File: src/xdata_map.vh
// register map, field positions, reset values and timing counts of the external data access block
// What this block does
// RL1 - Index form: low address byte from bank index register, high from port-2 latch.
// RL2 - Pointer form: full sixteen-bit address comes from the selected data pointer.
// RL3 - Two data pointers; pointer_select bit 0 at 86h picks a (0) or b (1).
// RL4 - Bits 7 to 1 of pointer_select do nothing and always read zero.
// RL5 - Transfer starts with an opcode fetch cycle; access begins the next machine cycle.
// RL6 - Stretch field sits in bits 2 to 0 of clock_control_reg, eight durations.
// RL7 - Stretch n makes the transfer last n plus 2 machine cycles.
// RL8 - Strobe lasts 2 clocks at stretch 0, otherwise 4 clocks per stretch step.
// RL9 - Stretching lengthens only the transfer, as if CPU state were frozen.
// RL10 - Stretch field resets to 1, giving three machine cycle transfers.
// RL11 - Wait control works only while bit 7 of wait_control_reg is set.
// RL12 - With wait enabled stretch gives minimum length; wait sampled in C3.
// RL13 - Each sampled wait assertion inserts one more machine cycle next.
// RL14 - No limit on wait cycles; transfer ends in cycle where wait is seen released.
// RL15 - Wait enable changes only after the timed access unlock; other writes ignored.
// RL16 - Software should pair wait enable with stretch 0 when relying on wait.
// RL17 - Wait input is the alternate function of port4_bit0, larger packages only.
// RL18 - A machine cycle is four clock states C1, C2, C3, C4 in order.
// RL19 - Protected write needs AAh then 55h written to timed_access_reg first.
// RL20 - Wait input is active low and synchronised before being sampled in C3.
// RL21 - Read strobe only for reads, write strobe only for writes, idle otherwise.
`ifndef XDATA_MAP_VH
`define XDATA_MAP_VH

// register indices, byte address is four times the index
`define IDX_DATA_POINTER_A_A_LO    8'h82
`define IDX_DATA_POINTER_A_A_HI    8'h83
`define IDX_DATA_POINTER_A_B_LO    8'h84
`define IDX_DATA_POINTER_A_B_HI    8'h85
`define IDX_PTR_SELECT   8'h86
`define IDX_CLOCK_CTRL   8'h8E
`define IDX_WAIT_CTRL    8'h91
`define IDX_XFER_STATUS  8'h92
`define IDX_TIMED_ACCESS 8'hC7

// field positions
`define PSEL_BIT         0
`define STRETCH_MSB      2
`define STRETCH_LSB      0
`define WAIT_EN_BIT      7
`define STAT_BUSY_BIT    0
`define STAT_WAITING_BIT 1
`define STAT_WAIT_EN_BIT 2

// reset values
`define CLOCK_CTRL_RST   8'h01
`define PTR_RST          16'h0000

// timed access unlock codes
`define TA_KEY_FIRST     8'hAA
`define TA_KEY_SECOND    8'h55

// machine cycle states
`define PH_C1            2'h0
`define PH_C2            2'h1
`define PH_C3            2'h2
`define PH_C4            2'h3

// timing: clock period and unlock window
`define CLK_PERIOD_NS    5
`define TA_WINDOW_MC     3
`define CLOCKS_PER_MC    4
`define TA_WINDOW_CLKS   (`TA_WINDOW_MC * `CLOCKS_PER_MC)

`endif

File: src/mc_phase.v
// machine cycle state counter, C1 to C4
`timescale 1ns/1ps
`default_nettype none
`include "xdata_map.vh"
module mc_phase (
   // clock and reset
   input  wire       mclk_i,
   input  wire       rstn_i,
   // current clock state inside the machine cycle
   output wire [1:0] phase_o
);

   reg [1:0] phase_q;

   // free running, wraps from C4 back to C1
   always @(posedge mclk_i or negedge rstn_i) begin
      if (!rstn_i) begin
         phase_q <= `PH_C1;
      end else begin
         phase_q <= phase_q + 2'h1; // RL18
      end
   end

   assign phase_o = phase_q;

endmodule // mc_phase
`default_nettype wire

File: src/pin_sync.v
// two flip-flop synchroniser for pin inputs, any width
`timescale 1ns/1ps
`default_nettype none
module pin_sync #(
   parameter WIDTH = 1,
   parameter [WIDTH-1:0] RST_VAL = {WIDTH{1'b0}}
) (
   // clock and reset
   input  wire             mclk_i,
   input  wire             rstn_i,
   // asynchronous pin level in, synchronised level out
   input  wire [WIDTH-1:0] pin_i,
   output wire [WIDTH-1:0] sync_o
);

   reg [WIDTH-1:0] meta_q;
   reg [WIDTH-1:0] sync_q;

   // first stage is read only by the second stage
   always @(posedge mclk_i or negedge rstn_i) begin
      if (!rstn_i) begin
         meta_q <= RST_VAL;
         sync_q <= RST_VAL;
      end else begin
         meta_q <= pin_i;
         sync_q <= meta_q;
      end
   end

   assign sync_o = sync_q;

endmodule // pin_sync
`default_nettype wire

File: src/xdata_access.v
// external data transfer unit: address forming, stretch, wait states, registers
`timescale 1ns/1ps
`default_nettype none
`include "xdata_map.vh"
module xdata_access #(
   parameter HAS_WAIT_PIN = 1
) (
   // clock and reset
   input  wire        mclk_i,
   input  wire        rstn_i,
   // avalon-mm register slave, byte address
   input  wire [9:0]  avs_address,
   input  wire        avs_read,
   input  wire        avs_write,
   input  wire [31:0] avs_writedata,
   output wire [31:0] avs_readdata,
   output wire        avs_waitrequest,
   // cpu side transfer request, sampled in C4 of the fetch cycle
   input  wire        xfer_req_i,
   input  wire        xfer_write_i,
   input  wire        xfer_use_ptr_i,
   input  wire [7:0]  bank_index_i,
   input  wire [7:0]  port2_latch_i,
   input  wire [7:0]  xfer_wdata_i,
   output wire        xfer_busy_o,
   output wire        xfer_done_o,
   output wire [7:0]  xfer_rdata_o,
   output wire [1:0]  phase_o,
   // external memory bus
   output wire [15:0] ext_addr_o,
   output wire [7:0]  ext_data_o,
   output wire        ext_data_oe_o,
   input  wire [7:0]  ext_data_i,
   output wire        ext_rd_n_o,
   output wire        ext_wr_n_o,
   // wait input, alternate use of port4_bit0, active low
   input  wire        port4_bit0_n_i
);

   localparam ST_IDLE   = 1'b0;
   localparam ST_ACCESS = 1'b1;

   // unlock window length; the counter is 8 bits, so the load takes the low byte on purpose
   localparam [31:0] TA_WIN_CLKS = `TA_WINDOW_CLKS;

   // word index of a byte address
   function [7:0] reg_index;
      input [9:0] byte_addr;
      begin
         reg_index = byte_addr[9:2];
      end
   endfunction

   // machine cycle phase and synchronised pins
   wire [1:0] phase;
   wire       wait_n_sync;
   wire [7:0] ext_data_sync;

   // registers software sees
   reg [15:0] data_pointer_a_a_q;
   reg [15:0] data_pointer_a_b_q;
   reg        psel_q;
   reg [7:0]  clk_ctrl_q;
   reg        wait_en_q;

   // timed access unlock
   reg        ta_armed_q;
   reg [7:0]  ta_window_q;

   // bus slave
   reg        waitreq_q;
   reg [31:0] rdata_q;
   reg [7:0]  rd_value;

   // transfer sequencer
   reg        state_q;
   reg        first_q;
   reg        short_q;
   reg [2:0]  cyc_left_q;
   reg        ext_q;
   reg        write_q;
   reg [15:0] addr_q;
   reg [7:0]  wdata_q;
   reg        oe_q;
   reg        rd_n_q;
   reg        wr_n_q;
   reg        busy_q;
   reg        done_q;
   reg [7:0]  xrdata_q;

   wire        bus_req    = avs_read | avs_write;
   wire        bus_commit = bus_req & ~waitreq_q;
   wire        wr_commit  = avs_write & ~waitreq_q;
   wire [7:0]  wr_idx     = reg_index(avs_address);
   wire [7:0]  wr_byte    = avs_writedata[7:0];
   wire [2:0]  stretch    = clk_ctrl_q[`STRETCH_MSB:`STRETCH_LSB]; // RL6
   wire [15:0] sel_ptr    = psel_q ? data_pointer_a_b_q : data_pointer_a_a_q; // RL3
   wire        wait_act   = (HAS_WAIT_PIN != 0) & ~wait_n_sync; // RL17 RL20
   wire        ta_open    = (ta_window_q != 8'h00);

   // wait pin and read data pass two flops before use
   pin_sync #(
      .WIDTH   (1),
      .RST_VAL (1'b1)
   ) u_wait_sync (
      .mclk_i (mclk_i),
      .rstn_i (rstn_i),
      .pin_i  (port4_bit0_n_i),
      .sync_o (wait_n_sync)
   );

   pin_sync #(
      .WIDTH   (8),
      .RST_VAL (8'h00)
   ) u_data_sync (
      .mclk_i (mclk_i),
      .rstn_i (rstn_i),
      .pin_i  (ext_data_i),
      .sync_o (ext_data_sync)
   );

   mc_phase u_phase (
      .mclk_i  (mclk_i),
      .rstn_i  (rstn_i),
      .phase_o (phase)
   );

   // one wait cycle per access: answer one edge after the request appears
   always @(posedge mclk_i or negedge rstn_i) begin
      if (!rstn_i) begin
         waitreq_q <= 1'b1;
         rdata_q   <= 32'h00000000;
      end else if (bus_commit) begin
         waitreq_q <= 1'b1;
      end else if (bus_req) begin
         waitreq_q <= 1'b0;
         rdata_q   <= {24'h000000, rd_value};
      end
   end

   // read mux; unmapped indices read zero
   always @* begin
      if (wr_idx == `IDX_DATA_POINTER_A_A_LO) begin
         rd_value = data_pointer_a_a_q[7:0];
      end else if (wr_idx == `IDX_DATA_POINTER_A_A_HI) begin
         rd_value = data_pointer_a_a_q[15:8];
      end else if (wr_idx == `IDX_DATA_POINTER_A_B_LO) begin
         rd_value = data_pointer_a_b_q[7:0];
      end else if (wr_idx == `IDX_DATA_POINTER_A_B_HI) begin
         rd_value = data_pointer_a_b_q[15:8];
      end else if (wr_idx == `IDX_PTR_SELECT) begin
         rd_value = {7'h00, psel_q}; // RL4
      end else if (wr_idx == `IDX_CLOCK_CTRL) begin
         rd_value = clk_ctrl_q;
      end else if (wr_idx == `IDX_WAIT_CTRL) begin
         rd_value = {wait_en_q, 7'h00};
      end else if (wr_idx == `IDX_XFER_STATUS) begin
         rd_value = {5'h00, wait_en_q, ext_q, busy_q};
      end else begin
         rd_value = 8'h00;
      end
   end

   // software registers; writes land on the edge where waitrequest is seen low
   always @(posedge mclk_i or negedge rstn_i) begin
      if (!rstn_i) begin
         data_pointer_a_a_q   <= `PTR_RST;
         data_pointer_a_b_q   <= `PTR_RST;
         psel_q     <= 1'b0;
         clk_ctrl_q <= `CLOCK_CTRL_RST; // RL10
         wait_en_q  <= 1'b0;
      end else if (wr_commit) begin
         if (wr_idx == `IDX_DATA_POINTER_A_A_LO) begin
            data_pointer_a_a_q[7:0] <= wr_byte;
         end else if (wr_idx == `IDX_DATA_POINTER_A_A_HI) begin
            data_pointer_a_a_q[15:8] <= wr_byte;
         end else if (wr_idx == `IDX_DATA_POINTER_A_B_LO) begin
            data_pointer_a_b_q[7:0] <= wr_byte;
         end else if (wr_idx == `IDX_DATA_POINTER_A_B_HI) begin
            data_pointer_a_b_q[15:8] <= wr_byte;
         end else if (wr_idx == `IDX_PTR_SELECT) begin
            psel_q <= wr_byte[`PSEL_BIT]; // RL3 RL4
         end else if (wr_idx == `IDX_CLOCK_CTRL) begin
            clk_ctrl_q <= wr_byte; // RL6
         end else if (wr_idx == `IDX_WAIT_CTRL) begin
            if (ta_open) begin
               wait_en_q <= wr_byte[`WAIT_EN_BIT]; // RL15
            end
         end
      end
   end

   // unlock: AAh arms, 55h next opens a short window, any other value disarms
   always @(posedge mclk_i or negedge rstn_i) begin
      if (!rstn_i) begin
         ta_armed_q  <= 1'b0;
         ta_window_q <= 8'h00;
      end else if (wr_commit && wr_idx == `IDX_TIMED_ACCESS) begin
         ta_armed_q <= (wr_byte == `TA_KEY_FIRST); // RL19
         if (ta_armed_q && wr_byte == `TA_KEY_SECOND) begin
            ta_window_q <= TA_WIN_CLKS[7:0]; // RL19
         end else begin
            ta_window_q <= 8'h00;
         end
      end else if (wr_commit && wr_idx == `IDX_WAIT_CTRL) begin
         ta_window_q <= 8'h00; // one protected write per unlock
      end else if (ta_open) begin
         ta_window_q <= ta_window_q - 8'h01;
      end
   end

   // transfer sequencer: the fetch cycle is the cpu's, access cycles are ours
   always @(posedge mclk_i or negedge rstn_i) begin
      if (!rstn_i) begin
         state_q    <= ST_IDLE;
         first_q    <= 1'b0;
         short_q    <= 1'b0;
         cyc_left_q <= 3'h0;
         ext_q      <= 1'b0;
         write_q    <= 1'b0;
         addr_q     <= 16'h0000;
         wdata_q    <= 8'h00;
         oe_q       <= 1'b0;
         rd_n_q     <= 1'b1;
         wr_n_q     <= 1'b1;
         busy_q     <= 1'b0;
         done_q     <= 1'b0;
         xrdata_q   <= 8'h00;
      end else begin
         done_q <= 1'b0;
         case (state_q)
            ST_IDLE: begin
               // request seen in C4 of the fetch; access opens at the next C1
               if (phase == `PH_C4 && xfer_req_i) begin // RL5
                  state_q    <= ST_ACCESS;
                  busy_q     <= 1'b1; // RL9
                  first_q    <= 1'b1;
                  short_q    <= (stretch == 3'h0);
                  cyc_left_q <= stretch; // RL7
                  ext_q      <= 1'b0;
                  write_q    <= xfer_write_i;
                  wdata_q    <= xfer_wdata_i;
                  oe_q       <= xfer_write_i;
                  if (xfer_use_ptr_i) begin
                     addr_q <= sel_ptr; // RL2
                  end else begin
                     addr_q <= {port2_latch_i, bank_index_i}; // RL1
                  end
               end
            end
            ST_ACCESS: begin
               case (phase)
                  `PH_C1: begin
                     // stretch 0: strobe from C2 of first cycle to C3 of last
                     if (first_q && short_q) begin // RL8
                        rd_n_q <= write_q; // RL21
                        wr_n_q <= ~write_q; // RL21
                     end
                  end
                  `PH_C3: begin
                     // stretched: strobe from C4 of first cycle to C3 of last
                     if (first_q && !short_q) begin // RL8
                        rd_n_q <= write_q; // RL21
                        wr_n_q <= ~write_q; // RL21
                     end
                     // wait is judged in C3, before the strobe would rise
                     if (cyc_left_q == 3'h0) begin
                        if (wait_en_q && wait_act) begin // RL11 RL12 RL13
                           ext_q <= 1'b1;
                        end else begin
                           rd_n_q <= 1'b1; // RL8 RL14
                           wr_n_q <= 1'b1;
                        end
                     end
                  end
                  `PH_C4: begin
                     first_q <= 1'b0;
                     if (cyc_left_q != 3'h0) begin
                        cyc_left_q <= cyc_left_q - 3'h1; // RL7
                     end else if (ext_q) begin
                        ext_q <= 1'b0; // RL13 RL14
                     end else begin
                        state_q <= ST_IDLE;
                        busy_q  <= 1'b0;
                        done_q  <= 1'b1;
                        oe_q    <= 1'b0;
                        if (!write_q) begin
                           xrdata_q <= ext_data_sync;
                        end
                     end
                  end
                  default: begin
                  end
               endcase
            end
            default: begin
               state_q <= ST_IDLE;
            end
         endcase
      end
   end

   // every output straight from a flop
   assign avs_readdata    = rdata_q;
   assign avs_waitrequest = waitreq_q;
   assign xfer_busy_o     = busy_q;
   assign xfer_done_o     = done_q;
   assign xfer_rdata_o    = xrdata_q;
   assign phase_o         = phase;
   assign ext_addr_o      = addr_q;
   assign ext_data_o      = wdata_q;
   assign ext_data_oe_o   = oe_q;
   assign ext_rd_n_o      = rd_n_q;
   assign ext_wr_n_o      = wr_n_q;

endmodule // xdata_access
`default_nettype wire

File: config.mk
export PLATFORM = sky130hd
export DESIGN_NAME = xdata_access
export DESIGN_NICKNAME = d
export VERILOG_FILES = /design/src/mc_phase.v /design/src/pin_sync.v /design/src/xdata_access.v
export VERILOG_INCLUDE_DIRS = /design/src /design/src/src
export SDC_FILE = /design/constraint.sdc
export NUM_CORES = 1
export LEC_CHECK = 0
export ABC_AREA = 1
export BUFFER_PORTS_ARGS = -buffer_cell sky130_fd_sc_hd__buf_4
export CAP_MARGIN = 40
export CORE_MARGIN = 4
export CORE_UTILIZATION = 48
export DETAILED_ROUTE_END_ITERATION = 7
export HOLD_SLACK_MARGIN = 0.02
export PLACE_DENSITY = 0.89
export SLEW_MARGIN = 10
export SYNTH_ARGS = -nofsm -noshare
export SYNTH_HDL_FRONTEND = slang
export SYNTH_SLANG_ARGS = --single-unit
File: constraint.sdc
create_clock -name mclk_i -period 1.6 [get_ports mclk_i]
set_clock_uncertainty 0.15 [all_clocks]
set_input_delay 0.24 -clock mclk_i [delete_from_list [all_inputs] [get_ports mclk_i]]
set_output_delay 0.24 -clock mclk_i [all_outputs]
set_load 0.05 [all_outputs]
==> results of run 1 <==
## power by group
group	internal, uW	switching [uW]
Clock	3400	1500
Combinational	1660	3450
Sequential	3930	607
## stage by stage
step | setup TNS, ps | hold WS, ps | util (%)
finish | -1200 | 83.4 | 72.6
global route | -2760 | 112 | 72.6
CTS | -155 | 88.7 | 70.7
detailed placement | -7450 | -25.7 | 60.0
global placement | -2200 | -28.9 | 60.0
floorplan | -1170 | -206 | -
## kinds of logic (layout without fill, tap and decap cells)
| logic type | after synthesis | after routing | share of synthesized area (%) |
|---|---|---|---|
| other | 1 | 24 | 0.0644 |
| and+or+nand+nor | 253 | 254 | 20.2 |
| buffers and inverters | 117 | 302 | 9.43 |
| DFF | 125 | 125 | 53.8 |
| adders and majority gates | 6 | 6 | 1.29 |
| muxes | 8 | 8 | 1.55 |
| AOI/OAI and AO/OA | 151 | 151 | 13.4 |
| xor gates and xnor gates | 2 | 2 | 0.301 |
## repair_timing
| action | 4_1_cts | 5_1_grt |
|---|---|---|
| setup endpoints to repair | 41 | 54 |
| endpoints found under the hold margin | 159 | 0 |
| setup buffers | 5 | 7 |
| pin swaps | 7 | 10 |
| gates resized for setup | 15 | 42 |
| cloned | 0 | 2 |
| hold buffers | 42 | 0 |
## synthesized netlist by cell type (3+ instances only)
cell type | n | area (sq um)
nand4_1 | 12 | 75.1
inv_1 | 71 | 267
o21ai_1 | 22 | 110
dfstp_2 | 6 | 158
nand3_1 | 32 | 160
clkbuf_1 | 11 | 41.3
buf_2 | 6 | 30.0
nor3_1 | 6 | 30.0
mux2_2 | 8 | 90.1
nand2_2 | 3 | 18.8
buf_4 | 25 | 188
dfrtp_1 | 119 | 2980
a21oi_1 | 61 | 305
or2_2 | 7 | 43.8
o21ai_0 | 60 | 300
nor2_1 | 58 | 218
nand2_1 | 121 | 454
ha_1 | 6 | 75.1
## worst min path at each step
stage                     start  cells after the start                     end  slack, ps
6_report       avs_writedata[5]                      4  data_pointer_a_b_q[13]         80
5_1_grt        avs_writedata[5]                      4  data_pointer_a_b_q[13]        110
4_1_cts                  rstn_i                      2   u_data_sync.sync_o[5]         90
3_5_place_dp             rstn_i                      1          ta_window_q[6]        -30
3_3_place_gp             rstn_i                      1   u_data_sync.meta_q[6]        -30
2_1_floorplan            rstn_i                      0         avs_readdata[0]       -210
## cell type report
type	instances	area, sq um
repair inverters	1	5.00
clock buffers	21	480
well taps	143	179
clock inverters	11	258
repair buffers	195	1650
fillers	630	3190
multi-input cells	445	2460
inverters	74	298
flip-flops and latches	125	3140
## critical path: stages, from the launching register on
cell and delay [ps]:
dfstp_2 580, inv_4 60, nor2_4 250, o21ai_2 100, inv_1 70, nand4_1 170
nand2_1 140, inv_1 90
## per-layer routing
| metal | up-vias | GRT usage [%] | share of wire, % |
|---|---|---|---|
| li1 | 2527 | - | - |
| met1 | 2908 | 32.3 | 34 |
| met2 | 621 | 46.3 | 46 |
| met3 | 225 | 8.26 | 12 |
| met4 | 0 | 17.2 | 8.4 |
| met5 | - | 0 | 0 |
## registers in the layout, indices dropped and copies added (netlist names), 2 cells and up
register,count
data_pointer_a_a_q,16
data_pointer_a_b_q,16
ext_addr_o,16
avs_readdata,8
clk_ctrl_q,8
ext_data_o,8
ta_window_q,8
u_data_sync.meta_q,8
u_data_sync.sync_o,8
xfer_rdata_o,8
cyc_left_q,3
u_phase.phase_o,2
==> impl_metrics.py, run 1 <==
metrics = {
    "hold_path": {
        "hold_class": "input pin to register",
    },
    "logic_synthesis": {
        "synth_ff_type": "dfrtp_1",
        "average_size_of_a_mapped_cell_sq_um": 8.78,
        "ys_ff_latch": 125,
        "async_reset_ff_share_pct": 100,
        "synth-edff-count": 0,
        "synth_cells": 663,
        "synthesis.area_sq_mm": 0.00582,
        "seq_area_frac_synth_pct": 53.8,
        "ys_types": 42,
        "ys.warnings.count": 0,
    },
    "critical_path": {
        "count_of_cells_along_the_worst_register_to_register_path": 7,
        "path_class": "register to register",
        "cp-end-kind": "register",
        "crit_fanout": 7,
        "critical_path.startpoint": "avs_waitrequest",
        "crit_arrival_ps": 1880,
        "crit-reg2reg-capture": "avs_readdata[7]",
        "timing.critical_path.from_type": "register",
        "critical_path.endpoint": "avs_readdata[7]",
        "worst-r2r-setup-slack_ps": -130,
        "critical_r2r_launch": "avs_waitrequest",
        "critical_path_required_ps": 1760,
    },
    "route": {
        "drtPass1Iterations": 8,
        "detailedRoute.firstIterationViolations": 1312,
        "drt-vias-per-instance": 6.19,
        "routed_wire_length_per_instance_um": 22.1,
        "num_vias": 6281,
        "postRouteAntennaNets": 0,
        "route.final.wire_length_um": 22400,
        "drc": 59,
    },
    "timing": {
        "setup_slack_ps": -125,
        "final_min_period_over_clock_period_pct": 108,
        "fmax_mhz": 580,
        "min_period_ps": 1730,
        "final_setup_violation_count": 28,
        "hold_viol_final": 0,
        "finalMaxSlewViolations": 0,
        "rsz_0062_raised_after_global_routing": "true",
        "slew-limit-headroom_pct": 61.9,
        "tightest_slew_ps": 566,
    },
    "clock_network": {
        "clkTransAtPathRegs_ps": 60,
        "tritoncts": "done",
        "clkLatencyLatePin_ps": 430,
        "cts.root.buffer_cell": "clkbuf_16",
        "ctsLongestPathBuffers": 2,
        "htree_levels": 4,
        "cts_buffers": 17,
        "clock-sinks": 125,
    },
    "global_route": {
        "grt_antenna_before_repair": 0,
        "grt_use_total_pct": 28.1,
        "grt_start_max_net_pins": 36,
        "via_count_of_the_first_global_routing_pass": 6041,
        "grt_first_pass_wirelength_um": 31100,
        "grt_overflow_total": 0,
    },
    "final_layout": {
        "commonest_non_fill_non_tap_cell_in_the_layout": "buf_4",
        "post_layout_nonfiller_instances": 1015,
        "num_antenna_cells": 0,
        "fin_area_sq_mm": 0.00847,
        "final_cell_mix": "142 x buf_4, 117 x dfrtp_1, 116 x nand2_1",
        "area_delta_synth_final_pct": 45.4,
        "total_number_of_nets_in_the_final_design": 947,
        "layout-drive-gt1-share_pct": 30.6,
    },
    "place": {
        "dpl.cell_count": 928,
        "hpwl_after_dpl_um": 10900,
        "port-buffer-count": 103,
        "gp_congestion": 0.905,
        "pre_cts_slack_ps": -198,
        "postPlaceCellArea_sq_mm": 0.00700,
    },
    "die": {
        "placeableCoreArea_sq_mm": 0.0117,
        "row_count": 39,
        "count_of_pins_on_the_block_boundary": 154,
        "floorplan.die.height_um": 118,
        "die_area_sq_mm": 0.0140,
        "fp.dieW_um": 118,
        "start_util_pct": 49.9,
    },
    "run_status": {
        "failed_checks": "DRC, setup timing",
        "status": "finished, violations left",
    },
    "pwr": {
        "design_power_total_uw": 14600,
        "pwr_density_cell_mw_per_mm2": 1720,
        "cellLeakagePower_uw": 0.00409,
        "vdd.ir_drop.worst_uv": 1000,
    },
    "run": {
        "drv_cap": 0,
    },
}
(Power assumes the default switching activity.)
==> inputs of run 2 (changes only) <==
Settings changed: REMOVE_ABC_BUFFERS from default to 1.
==> impl_metrics.py, run 2 (synthesis results as in run 1) <==
metrics = {
    "critical_path": {
        "cp-end-kind": "register",
        "timing.critical_path.mode_cell": "a21oi_1",
        "cp_cell_sequence": "ha_4, buf_4, nand3_4, buf_12, a21oi_1, a21oi_1",
        "critical_path_required_ps": 1720,
        "crit_arrival_ps": 1830,
        "critPathMaxStageDelay_ps": 430,
        "path_class": "register to register",
        "crit_fanout": 29,
        "crit_path_top_delay_cell": "dfrtp_1",
        "timing.critical_path.from_type": "register",
    },
    "global_route": {
        "via_count_of_the_first_global_routing_pass": 5578,
        "grt_start_max_net_pins": 56,
        "grt_antenna_before_repair": 0,
        "grt_first_pass_wirelength_um": 28000,
        "grt_use_total_pct": 24.9,
        "grt_overflow_total": 0,
    },
    "route": {
        "detailedRoute.firstIterationViolations": 829,
        "num_vias": 5752,
        "drc": 0,
        "drt-vias-per-instance": 5.61,
        "route.final.wire_length_um": 19000,
        "drtPass1Iterations": 5,
        "postRouteAntennaNets": 0,
        "routed_wire_length_per_instance_um": 18.5,
    },
    "final_layout": {
        "layout-drive-gt1-share_pct": 33.0,
        "multi_input_comb_area_sq_mm": 0.00252,
        "seq_area_sq_mm": 0.00314,
        "commonest_non_fill_non_tap_cell_in_the_layout": "buf_4",
        "num_antenna_cells": 0,
        "total_number_of_nets_in_the_final_design": 957,
        "final_cell_mix": "150 x buf_4, 119 x dfrtp_1, 112 x nand2_1",
        "filler_cells": 694,
        "fin_area_sq_mm": 0.00847,
        "area_delta_synth_final_pct": 45.5,
    },
    "pwr": {
        "pwr_density_cell_mw_per_mm2": 1600,
        "cellLeakagePower_uw": 0.00408,
        "vdd.ir_drop.worst_uv": 736,
    },
    "die": {
        "start_util_pct": 49.9,
        "floorplan.die.height_um": 118,
        "die_area_sq_mm": 0.0140,
        "placeableCoreArea_sq_mm": 0.0117,
        "fp.dieW_um": 118,
        "count_of_pins_on_the_block_boundary": 154,
        "row_count": 39,
    },
    "place": {
        "hpwl_after_dpl_um": 10500,
        "gp_congestion": 0.916,
        "pre_cts_slack_ps": -175,
        "port-buffer-count": 103,
        "postPlaceCellArea_sq_mm": 0.00703,
    },
    "timing": {
        "final_min_period_over_clock_period_pct": 107,
        "tightest_slew_ps": 507,
        "min_period_ps": 1710,
        "finalMaxSlewViolations": 0,
        "rsz_0062_raised_after_global_routing": "true",
        "setup_slack_ps": -113,
        "holdWs_ps": 61.6,
        "hold_viol_final": 0,
        "slew-limit-headroom_pct": 65.9,
        "fmax_mhz": 584,
        "final_setup_violation_count": 21,
        "setup_total_negative_slack_ps": -731,
    },
    "clock_network": {
        "cts.root.buffer_cell": "clkbuf_16",
        "clock-sinks": 125,
        "ctsLongestPathBuffers": 2,
        "tritoncts": "done",
        "htree_levels": 4,
        "clkTransAtPathRegs_ps": 60,
        "clkLatencyLatePin_ps": 420,
        "cts_buffers": 17,
    },
    "run": {
        "drv_cap": 0,
    },
    "run_status": {
        "status": "finished, violations left",
        "failed_checks": "setup timing",
    },
    "hold_path": {
        "hold_class": "input pin to register",
    },
}
run 2: changes by cell type in the layout (fill, tap and decap cells not counted), moves of 3 or more:
cell        previous run  this run
clkbuf_8               4         1
a21oi_2                3        14
a21oi_1               58        47
nand2_1              116       112
bufinv_16              8         3
buf_4                142       150
buf_6                  6         9
clkinvlp_4             2         5
nand2_2                4         8
run 2: per-stage QoR:
stage | total power, uW | instances | utilization (%)
CTS | 13100 | 1014 | 69.8
global route | 14100 | 1025 | 72.7
floorplan | 7380 | 643 | -
finish | 13500 | 1025 | 72.7
detailed placement | 8940 | 940 | 60.2
global placement | 8780 | 940 | 60.2
run 2: path summary, 6_finish.rpt:
path                                  startpoint                    end  slack [ps]  cells past startpoint
max                           u_phase.phase_o[0]         ext_addr_o[15]        -110                      6
min                             avs_writedata[0]             ta_armed_q          60                      4
max reg2reg                   u_phase.phase_o[0]         ext_addr_o[15]        -110                      6
min in group asynchronous                 rstn_i     u_phase.phase_o[0]          70                      2
max in group asynchronous                 rstn_i          clk_ctrl_q[0]         630                      3
min reg2reg                u_data_sync.meta_q[0]  u_data_sync.sync_o[0]         180                      0
run 2: final cells by class:
| cell class | instances | area share, % |
|---|---|---|
| tap | 143 | 2.11 |
| sequential | 125 | 37.0 |
| clock buffer | 18 | 5.18 |
| inverter | 74 | 3.41 |
| multi-input combinational | 445 | 29.7 |
| timing repair buffer | 206 | 20.6 |
| clock inverter | 14 | 1.99 |
run 2: where the power goes:
part           leakage (uW)  internal (uW)  switching (uW)
clock network      0.000284           2490            1460
logic               0.00223           1710            3400
registers           0.00157           3930             550
total               0.00408           8130            5410
run 2: repair_timing:
item | in CTS | in global routing
pin swaps | 5 | 15
setup endpoints to repair | 44 | 70
gates cloned | 0 | 3
gates resized for setup | 22 | 77
buffers inserted | 0 | 8
hold endpoints to repair | 166 | 0
hold buffers | 42 | 0
run 2: layer usage:
metal	share of wire [%]	wire length, um	track usage, %
met2	49	9310	41.4
met5	0	0	0
met3	9.3	1760	6.83
met4	4.6	879	11.9
met1	37	7030	30.1
run 2: worst max-delay path: cells and delay by family, from the launching register on:
kind            cells  cell delay (ps)
buf+inv             2              340
fa+ha+maj           1              200
simple gates        1              130
flops               1              430
compound gates      2              300
==> inputs of run 3 (changes only) <==
Settings changed: ABC_CLOCK_PERIOD_IN_PS from default to 1650, CORE_UTILIZATION 48 to 50, PLACE_DENSITY 0.89 to 0.88.
Clock period 1.6 ns to 1.65 ns, I/O delays scaled along.
==> impl_metrics.py, run 3 (synthesis results as in run 1) <==
metrics = {
    "critical_path": {
        "cp-end-kind": "register",
        "path_class": "register to register",
        "crit_fanout": 16,
        "timing.critical_path.from_type": "register",
        "critical_path_required_ps": 1810,
        "crit_arrival_ps": 1820,
    },
    "run_status": {
        "failed_checks": "setup timing",
        "status": "finished, violations left",
    },
    "global_route": {
        "grt_start_max_net_pins": 75,
        "via_count_of_the_first_global_routing_pass": 5569,
        "grt_use_total_pct": 26.9,
        "grt_first_pass_wirelength_um": 28100,
        "grt_antenna_before_repair": 0,
        "grt_overflow_total": 0,
    },
    "clock_network": {
        "ctsLongestPathBuffers": 2,
        "clock-sinks": 125,
        "clkTransAtPathRegs_ps": 70,
        "cts_buffers": 17,
        "htree_levels": 4,
        "cts.root.buffer_cell": "clkbuf_16",
        "clkLatencyLatePin_ps": 420,
        "tritoncts": "done",
    },
    "die": {
        "start_util_pct": 51.0,
        "placeableCoreArea_sq_mm": 0.0114,
        "count_of_pins_on_the_block_boundary": 154,
        "row_count": 39,
        "die_area_sq_mm": 0.0134,
        "fp.dieW_um": 116,
        "floorplan.die.height_um": 116,
    },
    "timing": {
        "finalMaxSlewViolations": 0,
        "fmax_mhz": 602,
        "final_setup_violation_count": 2,
        "final_min_period_over_clock_period_pct": 101,
        "setup_total_negative_slack_ps": -15.9,
        "min_period_ps": 1660,
        "rsz_0062_raised_after_global_routing": "true",
        "setup_slack_ps": -12.2,
        "hold_viol_final": 0,
    },
    "pwr": {
        "pwr_density_cell_mw_per_mm2": 1590,
        "cellLeakagePower_uw": 0.00400,
        "vdd.ir_drop.worst_uv": 1400,
        "design_power_total_uw": 13000,
    },
    "route": {
        "drt-vias-per-instance": 5.70,
        "drc": 0,
        "postRouteAntennaNets": 0,
        "routed_wire_length_per_instance_um": 18.6,
        "detailedRoute.firstIterationViolations": 694,
        "route.final.wire_length_um": 18800,
        "drtPass1Iterations": 7,
        "num_vias": 5761,
    },
    "final_layout": {
        "seq_area_sq_mm": 0.00314,
        "post_layout_nonfiller_instances": 1010,
        "final_cell_mix": "143 x buf_4, 119 x dfrtp_1, 116 x nand2_1",
        "postLayoutCoreUtil_pct": 71.8,
        "num_antenna_cells": 0,
        "filler_cells": 657,
        "total_number_of_nets_in_the_final_design": 942,
        "commonest_non_fill_non_tap_cell_in_the_layout": "buf_4",
        "multi_input_comb_area_sq_mm": 0.00237,
        "area_delta_synth_final_pct": 40.7,
        "layout-drive-gt1-share_pct": 29.2,
    },
    "place": {
        "pre_cts_slack_ps": -115,
        "hpwl_after_dpl_um": 10300,
        "port-buffer-count": 103,
        "gp_congestion": 0.880,
        "dpl.cell_count": 933,
    },
    "hold_path": {
        "hold_class": "input pin to asynchronous set/reset pin",
    },
    "run": {
        "drv_cap": 0,
    },
}
[run 3: cell types whose count changed in the layout (fill, tap and decap cells not counted), moves of 4 or more]
cell and delta:
a21oi_1 +12, o21ai_2 -4, a21oi_2 -12, nand2_1 +4, buf_4 -7
[run 3: metrics by stage]
stage,area [sq um],hold WS (ps)
finish,8200,34.5
global route,8200,53.9
floorplan,5640,-198
global placement,6960,-80.8
CTS,8010,28.5
detailed placement,6960,-80.5
[run 3: path summary, 6_finish.rpt]
kind,start,end,slack (ps),depth (start not counted)
setup / recovery,avs_waitrequest,clk_ctrl_q[4],-10,6
hold / removal,rstn_i,u_data_sync.meta_q[0],30,2
setup reg to reg,avs_waitrequest,clk_ctrl_q[4],-10,6
hold reg to reg,u_data_sync.meta_q[3],u_data_sync.sync_o[3],190,0
max in group asynchronous,rstn_i,clk_ctrl_q[0],680,3
min in group mclk_i,avs_writedata[4],ta_armed_q,40,4
[run 3: area by class of cell]
| cell class | instances | share of cell area [%] |
|---|---|---|
| flip-flops and latches | 125 | 38.3 |
| multi-input cells | 444 | 29.0 |
| repair buffers | 192 | 19.6 |
| clock buffers | 21 | 5.74 |
| inverters | 74 | 3.53 |
| well taps | 143 | 2.18 |
| clock inverters | 11 | 1.72 |
[run 3: routing by layer]
layer / vias to the layer above / global-route usage (%) / wire, um
met5: - / 0 / 0
met4: 0 / 13.1 / 1180
met3: 109 / 6.32 / 2030
met2: 434 / 44.6 / 8940
met1: 2705 / 33.2 / 6610
li1: 2513 / - / -
[run 3: what timing repair did]
item | in CTS | in global routing
pin swaps | 2 | 9
buffers inserted | 0 | 5
cloned | 0 | 1
hold buffers | 39 | 0
endpoints found under the hold margin | 159 | 0
gates resized for setup | 15 | 45
endpoints found under the setup margin | 33 | 55
[run 3: critical path, stage by stage, from the launching register on]
cell     delay (ps)
dfstp_2         370
inv_1            90
nand2_2          70
buf_4           150
nor2_4          150
nand4_4         260
o21ai_1         310
[run 3: where the power goes]
group	total [uW]	switching [uW]	internal, uW
Combinational	4800	3220	1580
Clock	3860	1380	2480
Sequential	4350	532	3810
